File: config.mk
export PLATFORM = sky130hd
export DESIGN_NAME = sdci_top
export DESIGN_NICKNAME = d
export VERILOG_FILES = /design/src/rtl/sdci_pkg.sv /design/src/rtl/sdci_shift_if.sv /design/src/rtl/sdci_top.sv /design/src/rtl/sdci_shifter.sv
export SDC_FILE = /design/constraint.sdc
export NUM_CORES = 1
export LEC_CHECK = 0
export ABC_CLOCK_PERIOD_IN_PS = 2150
export BUFFER_PORTS_ARGS = -buffer_cell sky130_fd_sc_hd__buf_2
export CORE_MARGIN = 2
export CORE_UTILIZATION = 39
export DETAILED_ROUTE_END_ITERATION = 6
export PLACE_DENSITY_LB_ADDON = 0.2
export REMOVE_ABC_BUFFERS = 1
export SLEW_MARGIN = 20
export SYNTH_ARGS = -nofsm -noshare
export SYNTH_HDL_FRONTEND = slang
export SYNTH_SLANG_ARGS = --single-unit
File: constraint.sdc
create_clock -name clk_sys_i -period 2.15 [get_ports clk_sys_i]
set_input_delay 0.1075 -clock clk_sys_i [delete_from_list [all_inputs] [get_ports clk_sys_i]]
set_output_delay 0.1075 -clock clk_sys_i [all_outputs]
set_load 0.01 [all_outputs]
File: src/rtl/sdci_pkg.sv
// Purpose: Constants for the serial DAC command interface
// Assumes: 16-bit frames, MSB first
// Notes: Used by the top only; the shift register module uses literal widths
package sdci_pkg;
  localparam int FRAME_BITS = 16;
  localparam int DATA_BITS = 12;
  localparam int CMD_MSB = 15;
  localparam int CMD_LSB = 12;
  localparam int DATA_MSB = 11;
  localparam logic [4:0] EDGE_COUNT_FULL = 5'h10;
  localparam logic [3:0] CMD_NOP = 4'h0;
  localparam logic [3:0] CMD_LOAD = 4'h1;
  localparam logic [3:0] CMD_READBACK = 4'h2;
  localparam logic [3:0] CMD_CHAIN_OFF = 4'h9;
  localparam logic [3:0] CMD_RISE_EDGE = 4'ha;
  localparam logic [3:0] CMD_CLR_ZERO = 4'hb;
  localparam logic [3:0] CMD_CLR_MID = 4'hc;
  localparam logic [11:0] DAC_ZERO = 12'h000;
  localparam logic [11:0] DAC_MID = 12'h800;
endpackage

File: src/rtl/sdci_shift_if.sv
// Purpose: Carrier between the top and the shift register
// Assumes: One system clock
// Notes: Control travels to the shifter, word and count come back
`timescale 1ns/1ns
`default_nettype none
interface sdci_shift_if;
  logic shift_en;
  logic bit_in;
  logic clear;
  logic load_en;
  logic [15:0] load_word;
  logic [15:0] word;
  logic [4:0] count;
  modport ctrl (output shift_en, bit_in, clear, load_en, load_word,
    input word, count);
  modport shifter (input shift_en, bit_in, clear, load_en, load_word,
    output word, count);
endinterface
`default_nettype wire

File: src/rtl/sdci_top.sv
// Purpose: Serial command front end of a 12-bit multiplying DAC
// Assumes: Link pins are asynchronous to clk_sys_i, clock well below 25 MHz
// Notes: Link clock is sampled; its edges become one-cycle enables
`timescale 1ns/1ns
`default_nettype none
module sdci_top
(
  // Clock and reset
  input wire logic clk_sys_i,
  input wire logic rst_i,
  // Serial link pins
  input wire logic frame_select_n_i,
  input wire logic serial_clk_i,
  input wire logic serial_in_i,
  output logic serial_out_o,
  // Converter side
  output logic [11:0] dac_code_o,
  output logic dac_update_o,
  // Status
  output logic chain_mode_o,
  output logic rising_edge_mode_o
);
  typedef enum logic [1:0] {SDCI_IDLE, SDCI_SHIFT, SDCI_DONE} sdci_state_e;

  sdci_shift_if sh ();

  sdci_shifter u_shifter
  (
    .clk_sys_i(clk_sys_i),
    .rst_i(rst_i),
    .sh(sh)
  );

  logic [1:0] sel_sync_reg;
  logic [1:0] clk_sync_reg;
  logic [1:0] din_sync_reg;
  logic sel_d_reg;
  logic clk_d_reg;
  logic [11:0] dac_reg;
  logic update_reg;
  logic chain_reg;
  logic rise_reg;
  logic readback_reg;
  logic sdo_reg;
  sdci_state_e state_reg;

  logic sel_n;
  logic sclk;
  logic rise_ev;
  logic fall_ev;
  logic sel_fall;
  logic sel_rise;
  logic active_ev;
  logic inactive_ev;
  logic exec_now;
  logic [3:0] cmd;
  logic [11:0] data;

  // Two-stage synchronisers on every pin
  always_ff @(posedge clk_sys_i or posedge rst_i)
  begin
    if (rst_i)
    begin
      sel_sync_reg <= 2'h3;
      // Idle high, as in the default falling mode
      clk_sync_reg <= 2'h3;
      din_sync_reg <= 2'h0;
      sel_d_reg <= 1'b1;
      clk_d_reg <= 1'b1;
    end
    else
    begin
      sel_sync_reg <= {sel_sync_reg[0], frame_select_n_i};
      clk_sync_reg <= {clk_sync_reg[0], serial_clk_i};
      din_sync_reg <= {din_sync_reg[0], serial_in_i};
      sel_d_reg <= sel_sync_reg[1];
      clk_d_reg <= clk_sync_reg[1];
    end
  end

  assign sel_n = sel_sync_reg[1];
  assign sclk = clk_sync_reg[1];
  assign rise_ev = sclk && !clk_d_reg;
  assign fall_ev = !sclk && clk_d_reg;
  assign sel_fall = !sel_n && sel_d_reg;
  assign sel_rise = sel_n && !sel_d_reg;
  assign active_ev = rise_reg ? rise_ev : fall_ev;
  assign inactive_ev = rise_reg ? fall_ev : rise_ev;

  assign cmd = sh.word[sdci_pkg::CMD_MSB:sdci_pkg::CMD_LSB];
  assign data = sh.word[sdci_pkg::DATA_MSB:0];

  assign sh.shift_en = !sel_n && !sel_fall && active_ev
    && state_reg != SDCI_DONE;
  assign sh.bit_in = din_sync_reg[1];

  // chain mode waits for select rise
  assign exec_now = chain_reg ? (sel_rise && state_reg != SDCI_IDLE)
    : (state_reg == SDCI_DONE && sh.count == sdci_pkg::EDGE_COUNT_FULL);

  assign sh.clear = sel_fall || (sel_rise && !chain_reg
    && sh.count != sdci_pkg::EDGE_COUNT_FULL);

  // readback loads the DAC code into the shifter
  assign sh.load_en = readback_reg && sel_fall;
  assign sh.load_word = {sdci_pkg::CMD_NOP, dac_reg};

  // Frame tracking
  always_ff @(posedge clk_sys_i or posedge rst_i)
  begin
    if (rst_i)
    begin
      state_reg <= SDCI_IDLE;
    end
    else
    begin
      case (state_reg)
        SDCI_IDLE:
        begin
          if (sh.shift_en)
          begin
            state_reg <= SDCI_SHIFT;
          end
        end
        SDCI_SHIFT:
        begin
          if (sel_n)
          begin
            state_reg <= SDCI_IDLE;
          end
          else if (!chain_reg && sh.count == sdci_pkg::EDGE_COUNT_FULL)
          begin
            state_reg <= SDCI_DONE;
          end
        end
        SDCI_DONE:
        begin
          state_reg <= SDCI_IDLE;
        end
        default:
        begin
          state_reg <= SDCI_IDLE;
        end
      endcase
    end
  end

  // code 0000 and reserved codes fall to default
  always_ff @(posedge clk_sys_i or posedge rst_i)
  begin
    if (rst_i)
    begin
      dac_reg <= sdci_pkg::DAC_ZERO;
      update_reg <= 1'b0;
      chain_reg <= 1'b1;
      rise_reg <= 1'b0;
    end
    else
    begin
      update_reg <= 1'b0;
      if (exec_now)
      begin
        case (cmd)
          // load and data used only here
          sdci_pkg::CMD_LOAD:
          begin
            dac_reg <= data;
            update_reg <= 1'b1;
          end
          sdci_pkg::CMD_CHAIN_OFF:
          begin
            chain_reg <= 1'b0;
          end
          sdci_pkg::CMD_RISE_EDGE:
          begin
            rise_reg <= 1'b1;
          end
          sdci_pkg::CMD_CLR_ZERO:
          begin
            dac_reg <= sdci_pkg::DAC_ZERO;
            update_reg <= 1'b1;
          end
          sdci_pkg::CMD_CLR_MID:
          begin
            dac_reg <= sdci_pkg::DAC_MID;
            update_reg <= 1'b1;
          end
          default:
          begin
            dac_reg <= dac_reg;
          end
        endcase
      end
    end
  end

  // readback armed for the next frame
  always_ff @(posedge clk_sys_i or posedge rst_i)
  begin
    if (rst_i)
    begin
      readback_reg <= 1'b0;
    end
    else if (exec_now && cmd == sdci_pkg::CMD_READBACK)
    begin
      readback_reg <= 1'b1;
    end
    else if (sh.load_en)
    begin
      readback_reg <= 1'b0;
    end
  end

  // MSB changes on the inactive edge
  // inactive edge before first shift ignored by count gate
  always_ff @(posedge clk_sys_i or posedge rst_i)
  begin
    if (rst_i)
    begin
      sdo_reg <= 1'b0;
    end
    else if (sh.load_en
      || (inactive_ev && !sel_n && !sel_fall && sh.count != 5'h00))
    begin
      sdo_reg <= sh.load_en ? 1'b0 : sh.word[sdci_pkg::CMD_MSB];
    end
  end

  assign serial_out_o = sdo_reg;
  assign dac_code_o = dac_reg;
  assign dac_update_o = update_reg;
  assign chain_mode_o = chain_reg;
  assign rising_edge_mode_o = rise_reg;
endmodule
`default_nettype wire

File: src/rtl/sdci_shifter.sv
// Purpose: 16-bit input shift register with active edge count
// Assumes: Strobes are one-cycle pulses on clk_sys_i
// Notes: Load has priority over clear, so readback survives frame start
`timescale 1ns/1ns
`default_nettype none
module sdci_shifter
(
  // Clock and reset
  input wire logic clk_sys_i,
  input wire logic rst_i,
  // Control
  sdci_shift_if.shifter sh
);
  logic [15:0] word_reg;
  logic [4:0] count_reg;

  assign sh.word = word_reg;
  assign sh.count = count_reg;

  always_ff @(posedge clk_sys_i or posedge rst_i)
  begin
    if (rst_i)
    begin
      word_reg <= 16'h0000;
    end
    else if (sh.load_en)
    begin
      word_reg <= sh.load_word;
    end
    else if (sh.clear)
    begin
      word_reg <= 16'h0000;
    end
    else if (sh.shift_en)
    begin
      word_reg <= {word_reg[14:0], sh.bit_in};
    end
  end

  // Saturating count of active edges in the frame
  always_ff @(posedge clk_sys_i or posedge rst_i)
  begin
    if (rst_i)
    begin
      count_reg <= 5'h00;
    end
    else if (sh.clear)
    begin
      count_reg <= 5'h00;
    end
    else if (sh.shift_en && count_reg != 5'h1f)
    begin
      count_reg <= count_reg + 5'h01;
    end
  end
endmodule
`default_nettype wire

Word-level counts from Yosys, hierarchy flattened
Index checks and enable logic that the tools add are counted.
Cells by class
  equality and inequality tests: 14
  add/sub/neg operators: 1
  reductions and logical operators: 38
  multiplexer cells: 18
Operators by type and width (count)
  2-to-1 mux 16 bit: 3
  one-hot mux 12 bit (3 select lines): 1
  logical AND 1 bit: 18
  equality test 4 bit (second input constant): 4
  2-to-1 mux 5 bit: 2
  != test 5 bit (second input constant): 2
  2-to-1 mux 1 bit: 8
  AND reduction 2 bit: 4
  logical NOT 1 bit: 6
  2-to-1 mux 2 bit: 3
  nonzero test 2 bit: 3
  nonzero test 3 bit: 2
  adder 5 x 1 -> 5 bit (second input constant): 1
  equality test 5 bit (second input constant): 1
  nonzero test 5 bit: 1
  equality test 4 x 1 -> 1 bit (second input constant): 1
  equality test 4 x 2 -> 1 bit (second input constant): 1
  one-hot mux 2 bit (2 select lines): 1
  != test 3 bit (second input constant): 1
  OR reduction 3 bit: 1
  equality test 2 x 1 -> 1 bit (second input constant): 1
  equality test 2 bit (second input constant): 1
  logical NOT 2 bit: 1
  logical OR 1 bit: 2
  2 further kinds: 2
Word-level totals
  register bits after elaboration: 48
  output and inout bits: 16
  input port bits: 5
  logic and storage cells: 85

Longest topological paths before layout
Gate-level depths: netlist of run 1.
  depth after elaboration: 9
  mapped depth: 7
  gate-level depth less buffers: 6

Cells and area by module
From an unflattened synthesis of run 1, not the netlist that was laid out.
Second synthesis, totals
  cells, all modules: 208
  area total of the unflattened synthesis: 2285.9 um^2
Modules (own cells, without submodules)
  sdci_top: sequential area each 684.4 um^2, area an instance 1239.9 um^2, cells each 111, instances 1
  sdci_shifter: sequential area each 525.5 um^2, area an instance 1046.0 um^2, cells each 97, instances 1

Least setup slack after synthesis of run 1
Ideal clock, no wire load.
  kind: flip-flop to flip-flop
  from: register clk_d_reg
  to: register u_shifter.word_reg[10] (netlist: u_shifter.sh.word[10])
  period minus slack after synthesis: 1.873 ns
  stages on the path, launching flop included: 7
  required time: 2.024 ns
  arrival time: 1.747 ns
  buffers on the path: 2
  setup time: 0.126 ns
  slack: 0.277 ns
  path through: dfstp_2 -> or3b_4 -> a211o_1 -> buf_2 -> clkbuf_1 -> o21ai_0 -> a2bb2oi_1
On the way
  word-level cells in the longest chain between the ends: 6
  elaborated cells between the ends (all ways): 7
  those cells by class: mux (1); reduce/logical (6)
RTL lines
  start: declaration: line sdci_top.sv:38  | logic clk_d_reg;
  start signal: assignment: line sdci_top.sv:77  | clk_d_reg <= clk_sync_reg[1];
  logical NOT 1 bit: line sdci_top.sv:83  | assign rise_ev = sclk && !clk_d_reg;
  logical AND 1 bit: line sdci_top.sv:83
  2-to-1 mux 1 bit *: line sdci_top.sv:87  | assign active_ev = rise_reg ? rise_ev : fall_ev;
  logical AND 1 bit *: line sdci_top.sv:93  | assign sh.shift_en = !sel_n && !sel_fall && active_ev
  logical AND 1 bit *: line sdci_top.sv:94  | && state_reg != SDCI_DONE;
  nonzero test 3 bit (no line) *
  end signal: assignment: line sdci_shifter.sv:28  | word_reg <= sh.load_word;
  end signal: assignment: line sdci_shifter.sv:36  | word_reg <= {word_reg[14:0], sh.bit_in};
  end: declaration: line sdci_shifter.sv:14  | logic [15:0] word_reg;
Every way passes the cells marked *; elsewhere a longest branch is shown, timed or not.
A chain may end at the register's enable or synchronous reset.

Final worst setup path of run 1
  from: register clk_d_reg
  to: register u_shifter.word_reg[0] (netlist: u_shifter.sh.word[0])
Same word-level chain as after synthesis.

==> out/summary.md, run 1 <==
* **required time of the critical path** 2.36 ns
* **final layout net count** 248
* **Die Width** 79.0 µm
* **share of async-settable or async-resettable flops after synthesis** 1.00
* **prevailing post-synth register cell** sky130_fd_sc_hd__dfrtp_1
* **first drt pass iteration count** 5
* **post-synthesis instance area** 2190 µm²
* **number of global-route vias before repair** 1603
* **sequential share of the synthesized area** 0.552
* **slew at the pin with the worst max-slew slack** 0.933 ns
* **Skew-Pair Late Insertion Delay** 0.30 ns
* **detailed-route wire length per cell** 13.5 µm
* **syn_area_per_cell** 10.7 µm²
* **area of the core** 5470 µm²
* **highest fanout seen on the critical path** 18
* **skew final** 0.00857 ns
* **Antenna Diode Count** 0
* **critical setup path kind** flip-flop to flip-flop
* **root buf cell** sky130_fd_sc_hd__clkbuf_8
* **arrival time of the worst setup path** 2.18 ns
* **startpoint class of the critical path** flip-flop
* **RSZ-0062 raised after global routing** no
* **Final GP Congestion** 0.725
* **delay of the slowest critical-path stage** 0.54 ns
* **max-slew violation count** 0
* **antenna violations before repair** 0
* **Hold-fix buffers, CTS** 4
* **worst setup slack before clock tree synthesis** 0.185 ns
* **global route total overflow** 0
* **Crit-path slowest cell** sky130_fd_sc_hd__dfstp_2
* **total leakage power** 1.29 nW
* **top achievable clock speed** 508 MHz
* **standard-cell row count** 27
* **CTS Buffer Depth** 2
* **number of max-cap violations** 0
* **worst min path class** flip-flop to flip-flop
* **total CTS buffers** 5
* **slack of the critical path** 0.181 ns
* **global-route wire length before repair** 7560 µm
* **Setup violations, final** 0
* **pin count of the biggest net entering global routing** 27
* **result of the run** complete, no violations
* **number of input and output port buffers inserted** 20
* **number of distinct library cells after synthesis** 38
* **clock transition at the register clock pins on the worst setup and hold paths after CTS** 0.08 ns
* **count of flip-flops with a built-in enable after synthesis** 0
* **I/O pin cnt** 21
* **count of antenna-violating nets left after detailed routing** 0
* **synthesis-stage register bit count** 48
* **number of resized instances in the post-cts repair step** 0
* **Largest register FFs** 16
* **number of synthesis warnings** 0
* **depth of the CTS H-tree** 2
* **Initial Util** 0.401
* **pwr dens** 660 nW/µm²
* **Final Power** 1.70 mW
* **Max-Slew Margin vs Limit** 0.375
* **part of the cycle the worst path needs** 0.916
* **Tot GR Track Use** 0.155
* **Setup crit end kind** flip-flop
* **Die ar.** 6240 µm²
* **buffers inserted by post-CTS timing repair** 0
* **TritonCTS clock tree** built
* **clk sinks** 48
* **area growth from synthesis to layout** 17.7%
* **Detailed Place HPWL** 2930 µm
* **total via count after detailed routing** 1551
* **total length of routed wires** 4220 µm
* **final hold violations** 0
* **share of layout cells above drive strength 1** 0.216
* **via-per-instance ratio** 4.96
* **cell occurring most often along the worst timing path** sky130_fd_sc_hd__buf_4
* **cell-by-cell listing of the critical path** or3b_4, a211o_1, buf_4, nand2_1, buf_4, a2bb2oi_1
* **floorplan die height** 79.0 µm
* **Post-Syn Instances** 204
* **Worst IR Drop VDD** 0.379 mV
* **fin crit period** 1.97 ns
* **remaining routing DRC violations** 0
* **number of DRC markers after the initial detailed-route iteration** 68
* **total negative slack for setup checks** 0 ns
==> cell usage in the layout (no fill, tap or decap), types with 2 or more instances in the layout <==
cell / synthesis / final
sky130_fd_sc_hd__dfrtp_1: 41 / 41
sky130_fd_sc_hd__nand2_1: 31 / 31
sky130_fd_sc_hd__buf_2: 2 / 20
sky130_fd_sc_hd__inv_1: 20 / 19
sky130_fd_sc_hd__o21ai_0: 18 / 18
sky130_fd_sc_hd__mux2i_1: 18 / 18
sky130_fd_sc_hd__a2bb2oi_1: 12 / 12
sky130_fd_sc_hd__buf_4: 1 / 12
sky130_fd_sc_hd__nor2_1: 9 / 9
sky130_fd_sc_hd__dfstp_2: 7 / 7
sky130_fd_sc_hd__clkbuf_8: 0 / 7
sky130_fd_sc_hd__nand2b_1: 5 / 5
sky130_fd_sc_hd__dlygate4sd3_1: 0 / 4
sky130_fd_sc_hd__o31ai_1: 3 / 3
sky130_fd_sc_hd__ha_1: 3 / 3
sky130_fd_sc_hd__nand3b_1: 2 / 2
sky130_fd_sc_hd__o31a_1: 2 / 2
sky130_fd_sc_hd__a211o_1: 2 / 2
sky130_fd_sc_hd__or2_2: 2 / 2
sky130_fd_sc_hd__nand3_1: 2 / 2
sky130_fd_sc_hd__o41ai_1: 2 / 2
==> critical path: cells and delay by family (launching register included) <==
family                 cells  cell delay (ns)
AO/OA/AOI/OAI              2             0.49
AND/OR/NAND/NOR            2             0.48
buffers and inverters      2             0.36
flip-flops                 1             0.54
==> final timing paths <==
check | startpoint | to | slack, ns | cells after the start
worst max-delay path | clk_d_reg | u_shifter.sh.word[0] | 0.18 | 6
max in group asynchronous | rst_i | clk_sync_reg[1] | 1.13 | 4
worst min register to register | din_sync_reg[0] | din_sync_reg[1] | 0.36 | 0
worst max register to register | clk_d_reg | u_shifter.sh.word[0] | 0.18 | 6
worst min-delay path | din_sync_reg[0] | din_sync_reg[1] | 0.36 | 0
min in group asynchronous | rst_i | dac_code_o[3] | 0.39 | 3
==> power by group <==
group	internal, mW	total (mW)	switching, mW
clock network	0.294	0.582	0.288
logic	0.0736	0.144	0.0701
registers	0.945	0.976	0.0308
total	1.31	1.70	0.389
==> cells by family (layout without fill, tap and decap cells) <==
| logic type | count (synthesis) | in the layout | share of synthesized area |
|---|---|---|---|
| simple gates | 62 | 62 | 0.141 |
| flops | 48 | 48 | 0.552 |
| buf+inv | 27 | 64 | 0.0491 |
| compound gates | 45 | 45 | 0.154 |
| mux | 19 | 19 | 0.0873 |
| fa+ha+maj | 3 | 3 | 0.0171 |
==> metrics by stage <==
step | hold WS, ns | instances | utilization | cell area [µm²]
final | 0.356 | 313 | 0.471 | 2580
after global routing | 0.363 | 313 | 0.471 | 2580
after CTS | 0.359 | 313 | 0.471 | 2580
after detailed placement | 0.183 | 301 | 0.446 | 2440
after global placement | 0.187 | 301 | 0.446 | 2440
after floorplan | 0.112 | 197 | - | 2160
==> synthesized netlist by cell type (all sizes together) (2+ instances only) <==
cell type / instances / area, µm²
ha: 3 / 37.5
o21ai: 18 / 90.1
nor2: 9 / 33.8
nand3b: 2 / 15.0
nand3: 2 / 10.0
dfrtp: 41 / 1030
o41ai: 2 / 17.5
nand2b: 5 / 31.3
o31ai: 3 / 22.5
mux2i: 18 / 180
clkbuf: 4 / 15.0
nand2: 31 / 116
a2bb2oi: 12 / 105
o31a: 2 / 17.5
or2: 2 / 12.5
dfstp: 7 / 184
buf: 3 / 17.5
a211o: 2 / 17.5
inv: 20 / 75.1
==> layer usage <==
layer	part of all wire	track usage	up-vias
met3	0.033	0.0375	5
met5	0	0	-
met1	0.51	0.217	742
met2	0.45	0.238	26
met4	0.013	0.0466	0
li1	-	-	778
==> area by class of cell <==
type                       instances  area, µm²
multi-input combinational        129        875
inverter                          20       75.1
clock buffer                       8        100
fill                             530       2890
sequential                        48       1210
timing repair buffer              36        230
tap                               72       90.1
Note: power is estimated with default switching activity, not from simulation.
==> run 2, diff against run 1 <==
--- a/config.mk
+++ b/config.mk
@@ -10,7 +10,6 @@
 export CORE_MARGIN = 2
 export CORE_UTILIZATION = 39
 export DETAILED_ROUTE_END_ITERATION = 6
-export PLACE_DENSITY_LB_ADDON = 0.2
 export REMOVE_ABC_BUFFERS = 1
 export SLEW_MARGIN = 20
 export SYNTH_ARGS = -nofsm -noshare
==> run 2 against run 1 <==
Global-route usage fell by 0.57 points. Via count stayed put. Wire length decreased by 3.2%. Sequential power about the same. Clock power fell by 5.3%. Final cell count fell by 0.96%.
==> out/summary.md, run 2 (synthesis results as in run 1) <==
* **post-placement cell area** 2420 µm²
* **worst min path class** flip-flop to flip-flop
* **Initial Util** 0.401
* **depth of the CTS H-tree** 2
* **antenna violations before repair** 0
* **sequential cell fraction of total power** 0.587
* **number of cell instances on the worst register-to-register path** 6
* **number of stages on the worst hold path** 0
* **Skew-Pair Late Insertion Delay** 0.30 ns
* **arrival time of the worst setup path** 2.21 ns
* **clock transition at the register clock pins on the worst setup and hold paths after CTS** 0.08 ns
* **Max-Slew Margin vs Limit** 0.431
* **total leakage power** 1.27 nW
* **number of global-route vias before repair** 1572
* **CTS Buffer Depth** 2
* **combinational share of power** 0.081
* **number of DRC markers after the initial detailed-route iteration** 62
* **Setup violations, final** 0
* **highest fanout seen on the critical path** 18
* **first drt pass iteration count** 4
* **Die Width** 79.0 µm
* **remaining routing DRC violations** 0
* **TritonCTS clock tree** built
* **via-per-instance ratio** 5.00
* **detailed-route wire length per cell** 13.2 µm
* **pwr dens** 652 nW/µm²
* **final hold violations** 0
* **slew at the pin with the worst max-slew slack** 0.850 ns
* **register area** 1210 µm²
* **cell-by-cell listing of the critical path** or3b_4, a211o_1, buf_4, nand2_1, buf_4, a2bb2oi_1
* **pin count of the biggest net entering global routing** 23
* **Filler Cells Inserted** 558
* **highest-count cells in the layout ignoring fill and taps** sky130_fd_sc_hd__dfrtp_1, sky130_fd_sc_hd__nand2_1, sky130_fd_sc_hd__buf_2, sky130_fd_sc_hd__inv_1
* **switching share of power** 0.236
* **delay of the slowest critical-path stage** 0.54 ns
* **required time of the critical path** 2.38 ns
* **Worst IR Drop VDD** 0.342 mV
* **final-layout worst hold slack** 0.353 ns
* **global route total overflow** 0
* **floorplan die height** 79.0 µm
* **commonest non-fill, non-tap cell in the layout** sky130_fd_sc_hd__dfrtp_1
* **number of input and output port buffers inserted** 20
* **Largest register FFs** 16
* **Detailed Place HPWL** 2930 µm
* **total CTS buffers** 5
* **cell occurring most often along the worst timing path** sky130_fd_sc_hd__buf_4
* **total area of multi-input combinational cells** 875 µm²
* **I/O pin cnt** 21
* **final layout net count** 245
* **Setup crit end kind** flip-flop
* **part of the cycle the worst path needs** 0.922
* **buffers inserted by post-CTS timing repair** 0
* **skew final** 0.00371 ns
* **clk sinks** 48
* **power dissipated by switching net loads** 392 µW
* **Antenna Diode Count** 0
* **core utilization of the finished layout** 0.466
* **number of max-cap violations** 0
* **Die ar.** 6240 µm²
* **Tot GR Track Use** 0.149
* **Crit-path slowest cell** sky130_fd_sc_hd__dfstp_2
* **standard-cell row count** 27
* **area of the core** 5470 µm²
* **top achievable clock speed** 505 MHz
* **global-route wire length before repair** 7280 µm
* **Clk network pwr share** 0.331
* **max-slew violation count** 0
* **total length of routed wires** 4080 µm
* **Final GP Congestion** 0.762
* **number of cells after detailed placement** 298
* **fin crit period** 1.98 ns
* **root buf cell** sky130_fd_sc_hd__clkbuf_8
* **share of layout cells above drive strength 1** 0.210
* **Layout Cells excl Fill** 310
* **internal power consumption** 1.27 mW
* **count of antenna-violating nets left after detailed routing** 0
* **total via count after detailed routing** 1551
* **result of the run** complete, no violations
* **post-route cell area** 2550 µm²
* **startpoint class of the critical path** flip-flop
* **RSZ-0062 raised after global routing** no
* **critical setup path kind** flip-flop to flip-flop
* **area growth from synthesis to layout** 16.3%
run 2: path summary, 6_finish.rpt:
| path | from | endpoint | slack, ns |
|---|---|---|---|
| min | din_sync_reg[0] | din_sync_reg[1] | 0.35 |
| max reg2reg | clk_d_reg | u_shifter.sh.word[8] | 0.17 |
| min in group asynchronous | rst_i | dac_code_o[1] | 0.36 |
| max | clk_d_reg | u_shifter.sh.word[8] | 0.17 |
| max in group asynchronous | rst_i | clk_sync_reg[1] | 1.20 |
| min reg2reg | din_sync_reg[0] | din_sync_reg[1] | 0.35 |
run 2: per-stage QoR:
| stage | setup WS, ns | total power, mW | setup TNS [ns] |
|---|---|---|---|
| after global routing | 0.0490 | 1.74 | 0 |
| after CTS | 0.156 | 1.69 | 0 |
| after detailed placement | 0.180 | 1.13 | 0 |
| final | 0.168 | 1.66 | 0 |
| after global placement | 0.208 | 1.12 | 0 |
| after floorplan | -0.204 | 1.08 | -0.204 |
run 2: layout make-up:
| class | instances | area share |
|---|---|---|
| sequential | 48 | 0.474 |
| multi-input combinational | 129 | 0.343 |
| clock inverter | 2 | 0.00393 |
| inverter | 20 | 0.0294 |
| tap | 72 | 0.0353 |
| timing repair buffer | 33 | 0.0815 |
| clock buffer | 6 | 0.0324 |
run 2: power groups by stage:
| stage | combinational, mW | sequential (mW) | clock [mW] |
|---|---|---|---|
| after floorplan | 0.0980 | 0.984 | 0 |
| after global placement | 0.131 | 0.993 | 0 |
| after detailed placement | 0.134 | 0.993 | 0 |
| after CTS | 0.139 | 0.976 | 0.574 |
| after global routing | 0.155 | 0.982 | 0.605 |
| final | 0.135 | 0.976 | 0.551 |
run 2: routing by layer:
metal  wire length [µm]  part of all wire  GRT usage
met2               1770              0.43      0.225
met5                  0                 0          0
met3                104             0.025     0.0341
met1               2120              0.52      0.207
met4                 80             0.020     0.0621
run 2: critical path: cells and delay by family, from the launching register on:
| family | cells | cell delay, ns |
|---|---|---|
| and+or+nand+nor | 2 | 0.47 |
| DFF | 1 | 0.54 |
| AOI/OAI and AO/OA | 2 | 0.51 |
| buffers and inverters | 2 | 0.39 |
run 2: timing repair:
action,in CTS,in global routing
hold endpoints to repair,20,0
hold buffers,4,0
gates resized for setup,0,0
